--- src/logic/adcc_pkg.sv ---
// adcc_pkg: shared constants and types for the converter control block.
// assumes a 10 MHz bus clock and an AXI4-Lite register bus.
package adcc_pkg;
    // ------------------------------------------------------------
    // timing
    // ------------------------------------------------------------
    localparam int unsigned CLK_PERIOD_NS = 100;
    localparam int unsigned SETUP_TIME_NS = 4000;
    localparam int unsigned SETUP_CYCLES =
        (SETUP_TIME_NS + CLK_PERIOD_NS - 1) / CLK_PERIOD_NS;
    localparam int unsigned CONV_TICKS = 11;
    localparam logic [7:0] DIV_STD_MAX = 8'h80;
    localparam logic [7:0] DIV_DBL_MAX = 8'h40;
    // ------------------------------------------------------------
    // register indices (byte address is four times the index)
    // ------------------------------------------------------------
    localparam int unsigned AXI_AW = 12;
    localparam logic [9:0] IDX_CLOCK = 10'h0f2;
    localparam logic [9:0] IDX_CTRL = 10'h0f3;
    localparam logic [9:0] IDX_RES_LO = 10'h0f4;
    localparam logic [9:0] IDX_RES_HI = 10'h0f5;
    localparam logic [9:0] IDX_MAP = 10'h0f6;
    localparam logic [9:0] IDX_IRQ_EN = 10'h0e8;
    localparam logic [9:0] IDX_SPEED = 10'h08e;
    // ------------------------------------------------------------
    // field positions and reset values
    // ------------------------------------------------------------
    localparam int unsigned CTRL_START = 3;
    localparam int unsigned CTRL_DONE = 4;
    localparam int unsigned CTRL_POWER = 5;
    localparam int unsigned CTRL_PREC = 6;
    localparam int unsigned IRQEN_CONV = 1;
    localparam int unsigned SPEED_DBL = 0;
    localparam logic [7:0] MAP_RST = 8'h00;
    localparam logic [4:0] DIV_RST = 5'h00;
    localparam logic [2:0] SEL_RST = 3'h0;
    localparam logic [1:0] RESP_OKAY = 2'h0;
    localparam logic [1:0] RESP_SLVERR = 2'h2;

    typedef struct packed {
        logic [7:0] upper;
        logic [1:0] lower;
    } adcc_result_s;

    typedef enum logic [2:0] {
        ST_IDLE = 3'h1,
        ST_SAMPLE = 3'h2,
        ST_CONVERT = 3'h4
    } adcc_state_e;

    // converter clock divisor in bus clocks
    function automatic logic [7:0] adcc_divisor(input logic [4:0] dval,
                                                input logic dbl);
        if (dval == 5'h00) begin
            return dbl ? DIV_DBL_MAX : DIV_STD_MAX;
        end
        return dbl ? {2'h0, dval, 1'h0} : {1'h0, dval, 2'h0};
    endfunction : adcc_divisor
endpackage : adcc_pkg

--- src/logic/adcc_top.sv ---
// adcc_top: converter control with AXI4-Lite registers.
// assumes the analog mux and comparator sit outside, and that other
// interrupt sources arrive as levels on other_irq_req.
//
// Notes on behaviour
// - writing start launches one conversion
// - start reads one while busy, self-clears
// - done flag set by hardware, cleared by software
// - interrupt raised while done and enable set
// - three-bit select picks input n
// - start on unmapped input does nothing
// - map bit hands the pin to converter
// - conversion lasts eleven converter clocks
// - precision start halts the CPU
// - only end-of-conversion interrupt wakes CPU
// - other interrupts held until conversion interrupt wakes CPU
// - standard gives 8 bits, precision 10
// - unsigned linear code, saturating at ends
// - converter clock from prescaler on bus clock
// - power bit clear puts converter in standby
// - upper result bits 9-2, lower bits 1-0
`timescale 1ns/1ps
module adcc_top (
    input wire logic aclk,
    input wire logic aresetn,
    input wire logic [11:0] s_axi_awaddr,
    input wire logic [2:0] s_axi_awprot,
    input wire logic s_axi_awvalid,
    output logic s_axi_awready,
    input wire logic [31:0] s_axi_wdata,
    input wire logic [3:0] s_axi_wstrb,
    input wire logic s_axi_wvalid,
    output logic s_axi_wready,
    output logic [1:0] s_axi_bresp,
    output logic s_axi_bvalid,
    input wire logic s_axi_bready,
    input wire logic [11:0] s_axi_araddr,
    input wire logic [2:0] s_axi_arprot,
    input wire logic s_axi_arvalid,
    output logic s_axi_arready,
    output logic [31:0] s_axi_rdata,
    output logic [1:0] s_axi_rresp,
    output logic s_axi_rvalid,
    input wire logic s_axi_rready,
    input wire logic comp_above,
    input wire logic [7:0] other_irq_req,
    output logic [9:0] trial_code,
    output logic sample_hold,
    output logic [2:0] sampled_input,
    output logic [7:0] input_enable_bits,
    output logic converter_power_on,
    output logic conv_irq,
    output logic cpu_halt,
    output logic [7:0] other_irq_fwd
);
    // ------------------------------------------------------------
    // state
    // ------------------------------------------------------------
    logic awready_q, wready_q, bvalid_q, arready_q, rvalid_q;
    logic aw_held_q, w_held_q;
    logic [9:0] aw_idx_q;
    logic [7:0] wbyte_q;
    logic wlane_q;
    logic [1:0] bresp_q, rresp_q;
    logic [31:0] rdata_q;
    logic [2:0] sel_q, chan_q;
    logic start_q, done_q, power_q, prec_q;
    logic [4:0] dval_q;
    logic dbl_q, irqen_q, irq_q, halt_q;
    logic [7:0] map_q, pend_q, fwd_q;
    adcc_pkg::adcc_result_s res_q;

    logic aw_hs, w_hs, ar_hs, wr_fire, wr_en, wr_ok;
    logic rd_ok;
    logic [7:0] rd_byte;
    logic conv_start, tick, sar_busy, sar_done, sar_abort;
    adcc_pkg::adcc_result_s sar_res;

    function automatic logic [9:0] word_idx(input logic [11:0] addr);
        return addr[11:2];
    endfunction : word_idx

    function automatic logic is_mapped(input logic [9:0] idx);
        return idx == adcc_pkg::IDX_CLOCK || idx == adcc_pkg::IDX_CTRL
            || idx == adcc_pkg::IDX_RES_LO || idx == adcc_pkg::IDX_RES_HI
            || idx == adcc_pkg::IDX_MAP || idx == adcc_pkg::IDX_IRQ_EN
            || idx == adcc_pkg::IDX_SPEED;
    endfunction : is_mapped

    assign s_axi_awready = awready_q;
    assign s_axi_wready = wready_q;
    assign s_axi_bvalid = bvalid_q;
    assign s_axi_bresp = bresp_q;
    assign s_axi_arready = arready_q;
    assign s_axi_rvalid = rvalid_q;
    assign s_axi_rdata = rdata_q;
    assign s_axi_rresp = rresp_q;
    assign sampled_input = chan_q;
    assign input_enable_bits = map_q;
    assign converter_power_on = power_q;
    assign conv_irq = irq_q;
    assign cpu_halt = halt_q;
    assign other_irq_fwd = fwd_q;

    // ------------------------------------------------------------
    // AXI4-Lite slave
    // ------------------------------------------------------------
    assign aw_hs = s_axi_awvalid && awready_q;
    assign w_hs = s_axi_wvalid && wready_q;
    assign ar_hs = s_axi_arvalid && arready_q;
    assign wr_fire = aw_held_q && w_held_q && !bvalid_q;
    assign wr_ok = is_mapped(aw_idx_q);
    // only byte lane 0 carries register bits
    assign wr_en = wr_fire && wr_ok && wlane_q;

    always_ff @(posedge aclk) begin
        if (!aresetn) begin
            aw_held_q <= 1'b0;
            w_held_q <= 1'b0;
            awready_q <= 1'b0;
            wready_q <= 1'b0;
            aw_idx_q <= 10'h000;
            wbyte_q <= 8'h00;
            wlane_q <= 1'b0;
        end else begin
            if (aw_hs) begin
                aw_held_q <= 1'b1;
                aw_idx_q <= word_idx(s_axi_awaddr);
            end else if (wr_fire) begin
                aw_held_q <= 1'b0;
            end
            if (w_hs) begin
                w_held_q <= 1'b1;
                wbyte_q <= s_axi_wdata[7:0];
                wlane_q <= s_axi_wstrb[0];
            end else if (wr_fire) begin
                w_held_q <= 1'b0;
            end
            awready_q <= !(aw_hs || (aw_held_q && !wr_fire));
            wready_q <= !(w_hs || (w_held_q && !wr_fire));
        end
    end

    always_ff @(posedge aclk) begin
        if (!aresetn) begin
            bvalid_q <= 1'b0;
            bresp_q <= adcc_pkg::RESP_OKAY;
        end else if (wr_fire) begin
            bvalid_q <= 1'b1;
            bresp_q <= wr_ok ? adcc_pkg::RESP_OKAY : adcc_pkg::RESP_SLVERR;
        end else if (s_axi_bready) begin
            bvalid_q <= 1'b0;
        end
    end

    always_comb begin
        logic [9:0] idx;
        idx = word_idx(s_axi_araddr);
        rd_ok = 1'b1;
        rd_byte = 8'h00;
        if (idx == adcc_pkg::IDX_CTRL) begin
            rd_byte = {1'b0, prec_q, power_q, done_q, start_q, sel_q};
        end else if (idx == adcc_pkg::IDX_CLOCK) begin
            rd_byte = {3'h0, dval_q};
        end else if (idx == adcc_pkg::IDX_RES_HI) begin
            rd_byte = res_q.upper;
        end else if (idx == adcc_pkg::IDX_RES_LO) begin
            rd_byte = {6'h00, res_q.lower};
        end else if (idx == adcc_pkg::IDX_MAP) begin
            rd_byte = map_q;
        end else if (idx == adcc_pkg::IDX_IRQ_EN) begin
            rd_byte = {6'h00, irqen_q, 1'b0};
        end else if (idx == adcc_pkg::IDX_SPEED) begin
            rd_byte = {7'h00, dbl_q};
        end else begin
            rd_ok = 1'b0;
        end
    end

    always_ff @(posedge aclk) begin
        if (!aresetn) begin
            rvalid_q <= 1'b0;
            arready_q <= 1'b0;
            rdata_q <= 32'h0000_0000;
            rresp_q <= adcc_pkg::RESP_OKAY;
        end else begin
            if (ar_hs) begin
                rvalid_q <= 1'b1;
                rdata_q <= {24'h00_0000, rd_byte};
                rresp_q <= rd_ok ? adcc_pkg::RESP_OKAY
                    : adcc_pkg::RESP_SLVERR;
            end else if (s_axi_rready) begin
                rvalid_q <= 1'b0;
            end
            arready_q <= !(ar_hs || (rvalid_q && !s_axi_rready));
        end
    end

    // ------------------------------------------------------------
    // configuration registers
    // ------------------------------------------------------------
    always_ff @(posedge aclk) begin
        if (!aresetn) begin
            dval_q <= adcc_pkg::DIV_RST;
            dbl_q <= 1'b0;
            irqen_q <= 1'b0;
            map_q <= adcc_pkg::MAP_RST;
        end else if (wr_en) begin
            if (aw_idx_q == adcc_pkg::IDX_CLOCK) begin
                dval_q <= wbyte_q[4:0];
            end else if (aw_idx_q == adcc_pkg::IDX_SPEED) begin
                dbl_q <= wbyte_q[adcc_pkg::SPEED_DBL];
            end else if (aw_idx_q == adcc_pkg::IDX_IRQ_EN) begin
                irqen_q <= wbyte_q[adcc_pkg::IRQEN_CONV];
            end else if (aw_idx_q == adcc_pkg::IDX_MAP) begin
                map_q <= wbyte_q;
            end
        end
    end

    // ------------------------------------------------------------
    // conversion control
    // ------------------------------------------------------------
    logic ctrl_wr;
    assign ctrl_wr = wr_en && aw_idx_q == adcc_pkg::IDX_CTRL;
    // launch needs power and a mapped input; otherwise nothing moves
    assign conv_start = ctrl_wr && wbyte_q[adcc_pkg::CTRL_START]
        && !start_q && wbyte_q[adcc_pkg::CTRL_POWER]
        && map_q[wbyte_q[2:0]];
    // dropping power mid-conversion abandons it
    assign sar_abort = sar_busy && !power_q;

    always_ff @(posedge aclk) begin
        if (!aresetn) begin
            sel_q <= adcc_pkg::SEL_RST;
            power_q <= 1'b0;
            prec_q <= 1'b0;
            chan_q <= adcc_pkg::SEL_RST;
        end else begin
            if (ctrl_wr) begin
                sel_q <= wbyte_q[2:0];
                power_q <= wbyte_q[adcc_pkg::CTRL_POWER];
                prec_q <= wbyte_q[adcc_pkg::CTRL_PREC];
            end
            // the mux follows the select only at launch
            if (conv_start) begin
                chan_q <= wbyte_q[2:0];
            end
        end
    end

    always_ff @(posedge aclk) begin
        if (!aresetn) begin
            start_q <= 1'b0;
        end else if (conv_start) begin
            start_q <= 1'b1;
        end else if (sar_done || sar_abort) begin
            start_q <= 1'b0;
        end
    end

    // set wins over a clearing write in the same cycle
    always_ff @(posedge aclk) begin
        if (!aresetn) begin
            done_q <= 1'b0;
            res_q <= '0;
        end else if (sar_done) begin
            done_q <= 1'b1;
            res_q <= sar_res;
        end else if (ctrl_wr && !wbyte_q[adcc_pkg::CTRL_DONE]) begin
            done_q <= 1'b0;
        end
    end

    always_ff @(posedge aclk) begin
        if (!aresetn) begin
            irq_q <= 1'b0;
        end else begin
            irq_q <= done_q && irqen_q;
        end
    end

    // without the interrupt enabled the halt only ends at reset
    always_ff @(posedge aclk) begin
        if (!aresetn) begin
            halt_q <= 1'b0;
        end else if (conv_start && wbyte_q[adcc_pkg::CTRL_PREC]) begin
            halt_q <= 1'b1;
        end else if (irq_q) begin
            halt_q <= 1'b0;
        end
    end

    always_ff @(posedge aclk) begin
        if (!aresetn) begin
            pend_q <= 8'h00;
            fwd_q <= 8'h00;
        end else if (halt_q) begin
            pend_q <= pend_q | other_irq_req;
            fwd_q <= 8'h00;
        end else begin
            pend_q <= 8'h00;
            fwd_q <= other_irq_req | pend_q;
        end
    end

    adcc_prescaler u_prescaler (
        .aclk(aclk),
        .aresetn(aresetn),
        .restart(conv_start),
        .dval(dval_q),
        .dbl(dbl_q),
        .tick(tick)
    );

    adcc_sar u_sar (
        .aclk(aclk),
        .aresetn(aresetn),
        .start(conv_start),
        .abort(sar_abort),
        .tick(tick),
        .precision(wbyte_q[adcc_pkg::CTRL_PREC]),
        .comp_above(comp_above),
        .busy(sar_busy),
        .done(sar_done),
        .result(sar_res),
        .trial_code(trial_code),
        .sample_hold(sample_hold)
    );

    logic [3:0] tick_cnt_q;
    always_ff @(posedge aclk) begin
        if (!aresetn || conv_start) begin
            tick_cnt_q <= 4'h0;
        end else if (tick && start_q) begin
            tick_cnt_q <= tick_cnt_q + 4'h1;
        end
    end
endmodule : adcc_top

--- src/logic/adcc_prescaler.sv ---
// adcc_prescaler: one-cycle tick at the converter clock rate.
// assumes restart is pulsed when a conversion is launched.
`timescale 1ns/1ps
module adcc_prescaler (
    input wire logic aclk,
    input wire logic aresetn,
    input wire logic restart,
    input wire logic [4:0] dval,
    input wire logic dbl,
    output logic tick
);
    logic [7:0] cnt_q;
    logic tick_q;
    logic [7:0] div;

    assign div = adcc_pkg::adcc_divisor(dval, dbl);
    assign tick = tick_q;

    // restart aligns the first period to the launch
    always_ff @(posedge aclk) begin
        if (!aresetn) begin
            cnt_q <= 8'h00;
            tick_q <= 1'b0;
        end else if (restart) begin
            cnt_q <= 8'h00;
            tick_q <= 1'b0;
        end else if (cnt_q == div - 8'h01) begin
            cnt_q <= 8'h00;
            tick_q <= 1'b1;
        end else begin
            cnt_q <= cnt_q + 8'h01;
            tick_q <= 1'b0;
        end
    end
endmodule : adcc_prescaler

--- src/logic/adcc_sar.sv ---
// adcc_sar: successive approximation sequencer.
// assumes an outside comparator reports the held input against trial_code.
`timescale 1ns/1ps
module adcc_sar (
    input wire logic aclk,
    input wire logic aresetn,
    input wire logic start,
    input wire logic abort,
    input wire logic tick,
    input wire logic precision,
    input wire logic comp_above,
    output logic busy,
    output logic done,
    output adcc_pkg::adcc_result_s result,
    output logic [9:0] trial_code,
    output logic sample_hold
);
    adcc_pkg::adcc_state_e state_q;
    logic [3:0] bit_q;
    logic [9:0] code_q;
    logic [9:0] code_d;
    logic prec_q;
    logic sh_q;
    logic done_q;
    adcc_pkg::adcc_result_s res_q;

    assign busy = (state_q != adcc_pkg::ST_IDLE);
    assign done = done_q;
    assign result = res_q;
    assign trial_code = code_q;
    assign sample_hold = sh_q;

    // keep or drop the trial bit, then try the next one down
    always_comb begin
        code_d = code_q;
        code_d[bit_q] = comp_above;
        if (bit_q != 4'h0) begin
            code_d[bit_q - 4'h1] = 1'b1;
        end
    end

    always_ff @(posedge aclk) begin
        if (!aresetn) begin
            state_q <= adcc_pkg::ST_IDLE;
            bit_q <= 4'h0;
            code_q <= 10'h000;
            prec_q <= 1'b0;
            sh_q <= 1'b0;
            done_q <= 1'b0;
            res_q <= '0;
        end else begin
            done_q <= 1'b0;
            case (state_q)
                adcc_pkg::ST_IDLE: begin
                    if (start) begin
                        state_q <= adcc_pkg::ST_SAMPLE;
                        prec_q <= precision;
                        sh_q <= 1'b1;
                        code_q <= 10'h000;
                    end
                end
                adcc_pkg::ST_SAMPLE: begin
                    if (abort) begin
                        state_q <= adcc_pkg::ST_IDLE;
                        sh_q <= 1'b0;
                    end else if (tick) begin
                        state_q <= adcc_pkg::ST_CONVERT;
                        sh_q <= 1'b0;
                        bit_q <= 4'h9;
                        code_q <= 10'h200;
                    end
                end
                adcc_pkg::ST_CONVERT: begin
                    if (abort) begin
                        state_q <= adcc_pkg::ST_IDLE;
                    end else if (tick) begin
                        code_q <= code_d;
                        if (bit_q == 4'h0) begin
                            state_q <= adcc_pkg::ST_IDLE;
                            done_q <= 1'b1;
                            // standard mode keeps only eight bits
                            res_q <= prec_q ? code_d
                                : {code_d[9:2], 2'h0};
                        end else begin
                            bit_q <= bit_q - 4'h1;
                        end
                    end
                end
                default: begin
                    state_q <= adcc_pkg::ST_IDLE;
                end
            endcase
        end
    end
endmodule : adcc_sar

--- config.mk ---
export PLATFORM = sky130hd
export DESIGN_NAME = adcc_top
export DESIGN_NICKNAME = d
export VERILOG_FILES = /design/src/logic/adcc_pkg.sv /design/src/logic/adcc_top.sv /design/src/logic/adcc_prescaler.sv /design/src/logic/adcc_sar.sv
export SDC_FILE = /design/constraint.sdc
export NUM_CORES = 1
export LEC_CHECK = 0
export ABC_CLOCK_PERIOD_IN_PS = 2600
export BUFFER_PORTS_ARGS = -buffer_cell sky130_fd_sc_hd__buf_4
export CORE_ASPECT_RATIO = 0.75
export CORE_UTILIZATION = 45
export DETAILED_ROUTE_END_ITERATION = 8
export HOLD_SLACK_MARGIN = 0.06
export PLACE_DENSITY = 0.78
export SYNTH_ARGS = -nofsm -noshare
export SYNTH_HDL_FRONTEND = slang
export SYNTH_SLANG_ARGS = --single-unit
export TNS_END_PERCENT = 100
--- constraint.sdc ---
create_clock -name aclk -period 2.6 [get_ports aclk]
set_clock_uncertainty 0.1 [all_clocks]
set_input_delay 0.52 -clock aclk [delete_from_list [all_inputs] [get_ports aclk]]
set_output_delay 0.52 -clock aclk [all_outputs]
set_load 0.01 [all_outputs]
==> summary.txt <==
Global routing
  • Vias in the first global route: about 4600
  • Global-route wire length before repair: 23000 um
  • Total GRT Usage: 21.6%
  • Largest net degree at the start of global routing: 83
  • Total grt overflow: 0
  • Antenna violations before repair: 0

Worst setup path
  • CP Capture Type: flip-flop
  • Startpoint types: flip-flop
  • Reg2Reg Launch Point: dbl_q
  • R2R Setup Slk: ~0.19 ns
  • FF-to-FF path depth: 8
  • Critical Path AT: 2.65 ns
  • Crit Path Category: flip-flop to flip-flop
  • Top fanout value on the critical path: 8
  • CP required: 2.85 ns
  • R2R Path End: u_prescaler.tick

STA
  • Actual slew at the worst max-slew pin: around 0.85 ns
  • Slack of the critical path: ~0.19 ns
  • Max-slew violation count: 0
  • F_max: a little over 400 MHz
  • Max-slew headroom: a little over two fifths
  • Unrepaired setup endpoints after global routing: false
  • Crit path time final: approximately 2.4 ns
  • Total negative slack: 0 ns
  • Crit share post-route: just over 90%
  • Final Hold Vio Count: 0
  • Setup violators final: 0

Power
  • Tot Pwr: roughly 4.8 mW
  • Pint: approximately 3.7 mW
  • NetSw: around 1.1 mW
  • Reg power frac: a little over two fifths
  • Power Density: between 600 and 700 nW/um2
  • Net Sw Frac: a little under a quarter
  • Leakage power: about 3.1 nW
  • Clock network power share: just over 50%
  • Comb power frac: about 5.5%
  • Max rail drop VDD: about 0.00043 V

CTS
  • Post-CTS Setup Inserts: 0
  • Cts hold-fix bufs: 0
  • Clk sinks: roughly 130
  • Clk_lat worst skew: between 0.4 and 0.5 ns
  • Post-CTS sizing: 0
  • Clock buffer depth: 2
  • TritonCTS clock tree: done
  • Root Buffer: clkbuf_16
  • H-tree lvl count: 4
  • Total CTS buffers: 17
  • Worst-path clk slew: roughly 0.06 ns

Hold path
  • Min-Delay Path Class: primary input to flip-flop
  • Min-delay src: other_irq_req[5]
  • WHS Endpoint: pend_q[5]
  • Worst Hold Path Cells: 3

Routing
  • Post-route ant nets: 0
  • First-pass DRT Iterations: 5
  • Routed WL: ~15000 um
  • Drt initial violations: 388
  • Via-to-Cell Ratio: around 5.4
  • Number of remaining DRC errors: 0
  • Routed wire per std cell: roughly 15 um
  • Detailed-route via count: 5243

Placement
  • Post-Place Cells: 939
  • Dpl hpwl: 10300 um
  • IO buf count: a little over 90
  • Place WS: roughly 0.21 ns
  • Gpl congestion: a little under 0.9

Synthesis
  • Flops & latches, synth: around 130
  • Syn avg cell area: between 8 and 9 um2
  • Synth area leader: dfxtp_1
  • Main synth FF type: dfxtp_1
  • Post-synth top area share: 42.3%
  • Synth unique cells: 66
  • EDFF count, synth: 0
  • Top cells by area, synth: dfxtp_1 42%, mux2i_1 7.6%, a21oi_1 5.1%
  • Synthesized instance count: 700
  • YS warnings: 0
  • Mapped cell area: 6060 um2
  • FFs w/ async S/R, synth: 0%
  • Seq/Total Area, Yosys: between 40% and 50%

Floorplanning
  • Core region area: roughly 13000 um2
  • IO Count: between 150 and 200
  • Die ar.: between 10000 and 15000 um2
  • Chip height: slightly above 100 um
  • Die extent in x: 136 um
  • Initial Utilization: 46.4%
  • Site row count: 36

Final layout
  • Layout cell share with drive strength beyond 1: between 20% and 30%
  • Post-route non-filler standard cell count: between 900 and 1000
  • Area Overhead vs Synth: 22.6%
  • Layout Utilization: 56.9%
  • Inserted Diodes: 0
  • Nets: between 800 and 900

Run status
  • Status: complete, no violations

Run
  • Max-cap violation count: 0
[power by group through the flow]
stage                     clock network, mW  registers [mW]  logic, mW
after floorplan                           0            2.07      0.169
after global placement                    0            2.08      0.254
after detailed placement                  0            2.08      0.258
after CTS                              2.49            2.04      0.260
after global routing                   2.59            2.04      0.288
final                                  2.45            2.04      0.260
[synthesized netlist by cell type, types with 2 or more instances]
| cell | n |
|---|---|
| ha_1 | 9 |
| o21a_1 | 2 |
| a21o_1 | 6 |
| clkbuf_1 | 30 |
| nand2_1 | 79 |
| a31oi_1 | 2 |
| xnor2_1 | 6 |
| buf_4 | 28 |
| and2_1 | 8 |
| nor4_2 | 2 |
| nand4b_1 | 9 |
| nand3_1 | 21 |
| and4_1 | 2 |
| or4_1 | 3 |
| a211oi_1 | 18 |
| a32oi_1 | 2 |
| nor3b_1 | 7 |
| mux2i_1 | 46 |
| o31ai_1 | 7 |
| nor2b_1 | 13 |
| buf_2 | 3 |
| dfxtp_1 | 128 |
| inv_1 | 12 |
| and3_1 | 7 |
| o2bb2ai_1 | 2 |
| nor3_1 | 9 |
| nor2_1 | 80 |
| nand3b_1 | 6 |
| mux2_2 | 6 |
| buf_1 | 3 |
| nor4_1 | 2 |
| or3_1 | 7 |
| and3b_1 | 2 |
| nand4_1 | 3 |
| a22oi_1 | 4 |
| xor2_1 | 7 |
| a21boi_0 | 4 |
| o22ai_1 | 3 |
| a21oi_1 | 62 |
| o21ai_0 | 13 |
| nand2b_1 | 11 |
| or4b_2 | 2 |
[cells by family after synthesis]
| family | after synthesis | share of synthesized area (%) |
|---|---|---|
| mux | 53 | 9.08 |
| buf+inv | 77 | 6.69 |
| compound gates | 137 | 14.4 |
| flops | 128 | 42.3 |
| simple gates | 282 | 23.8 |
| fa+ha+maj | 9 | 1.86 |
| xor+xnor | 13 | 1.88 |
| other cells | 1 | 0.0619 |
[per-layer routing]
metal  global-route usage [%]  up-vias  part of all wire [%]  routed length (um)
met5                        0        -                     0                   0
met4                     6.67        0                  0.77                 115
met3                     6.54       15                   7.6                1130
met2                     30.3      185                    42                6220
met1                     31.5     2454                    50                7370
li1                         -     2589                     -                   -
[area by class of cell]
type                            count  area, um2
Fill cell                        1158       5630
Sequential cell                   128       2560
Inverter                           12       45.0
Clock inverter                     13        161
Multi-Input combinational cell    520       3190
Clock buffer                       19        453
Timing Repair Buffer              108        811
Tap cell                          171        214
[cell usage in the layout, fill, tap and decap left out, drive strengths merged, types with 8 or more instances in the layout]
master | Yosys | final
dfxtp | 128 | 128
buf | 35 | 108
nor2 | 80 | 80
nand2 | 79 | 79
a21oi | 63 | 63
mux2i | 46 | 46
conb | 1 | 26
nand3 | 22 | 22
clkbuf | 30 | 19
a211oi | 18 | 18
nor2b | 13 | 13
o21ai | 13 | 13
inv | 12 | 13
nand2b | 11 | 11
nor3 | 10 | 10
nand4b | 9 | 9
ha | 9 | 9
and2 | 8 | 8
nor3b | 8 | 8
[metrics by stage]
stage / hold WS [ns] / instance area [um2]
finish: 0.223 / 7430
global route: 0.216 / 7430
CTS: 0.212 / 7430
detailed placement: 0.340 / 6820
global placement: 0.332 / 6820
floorplan: 0.325 / 6160
[state kept, by name, indices dropped and copies added (netlist names), 4 cells and up]
signal             cells
res_q                 10
u_sar.trial_code      10
dval_q                 5
u_sar.bit_q            4
u_sar.result          10
aw_idx_q              10
s_axi_rdata            8
input_enable_bits      8
wbyte_q                8
u_prescaler.cnt_q      8
pend_q                 8
other_irq_fwd          8
[worst max-delay path by stage]
stage | startpoint | end
2_1_floorplan | dbl_q | u_prescaler.tick
3_3_place_gp | s_axi_araddr[11] | s_axi_rdata[3]
3_5_place_dp | dbl_q | u_prescaler.tick
4_1_cts | dbl_q | u_prescaler.tick
5_1_grt | dbl_q | u_prescaler.tick
6_report | dbl_q | u_prescaler.tick
[critical path: stages (launching register included)]
cell and delay (ns):
dfxtp_1 0.41, mux2i_1 0.24, ha_1 0.22, nor3b_1 0.22, mux2_2 0.37, and3_1 0.17
nor4_2 0.24, buf_4 0.19, and3b_1 0.19
No activity file was read; power rests on OpenSTA's default activity.
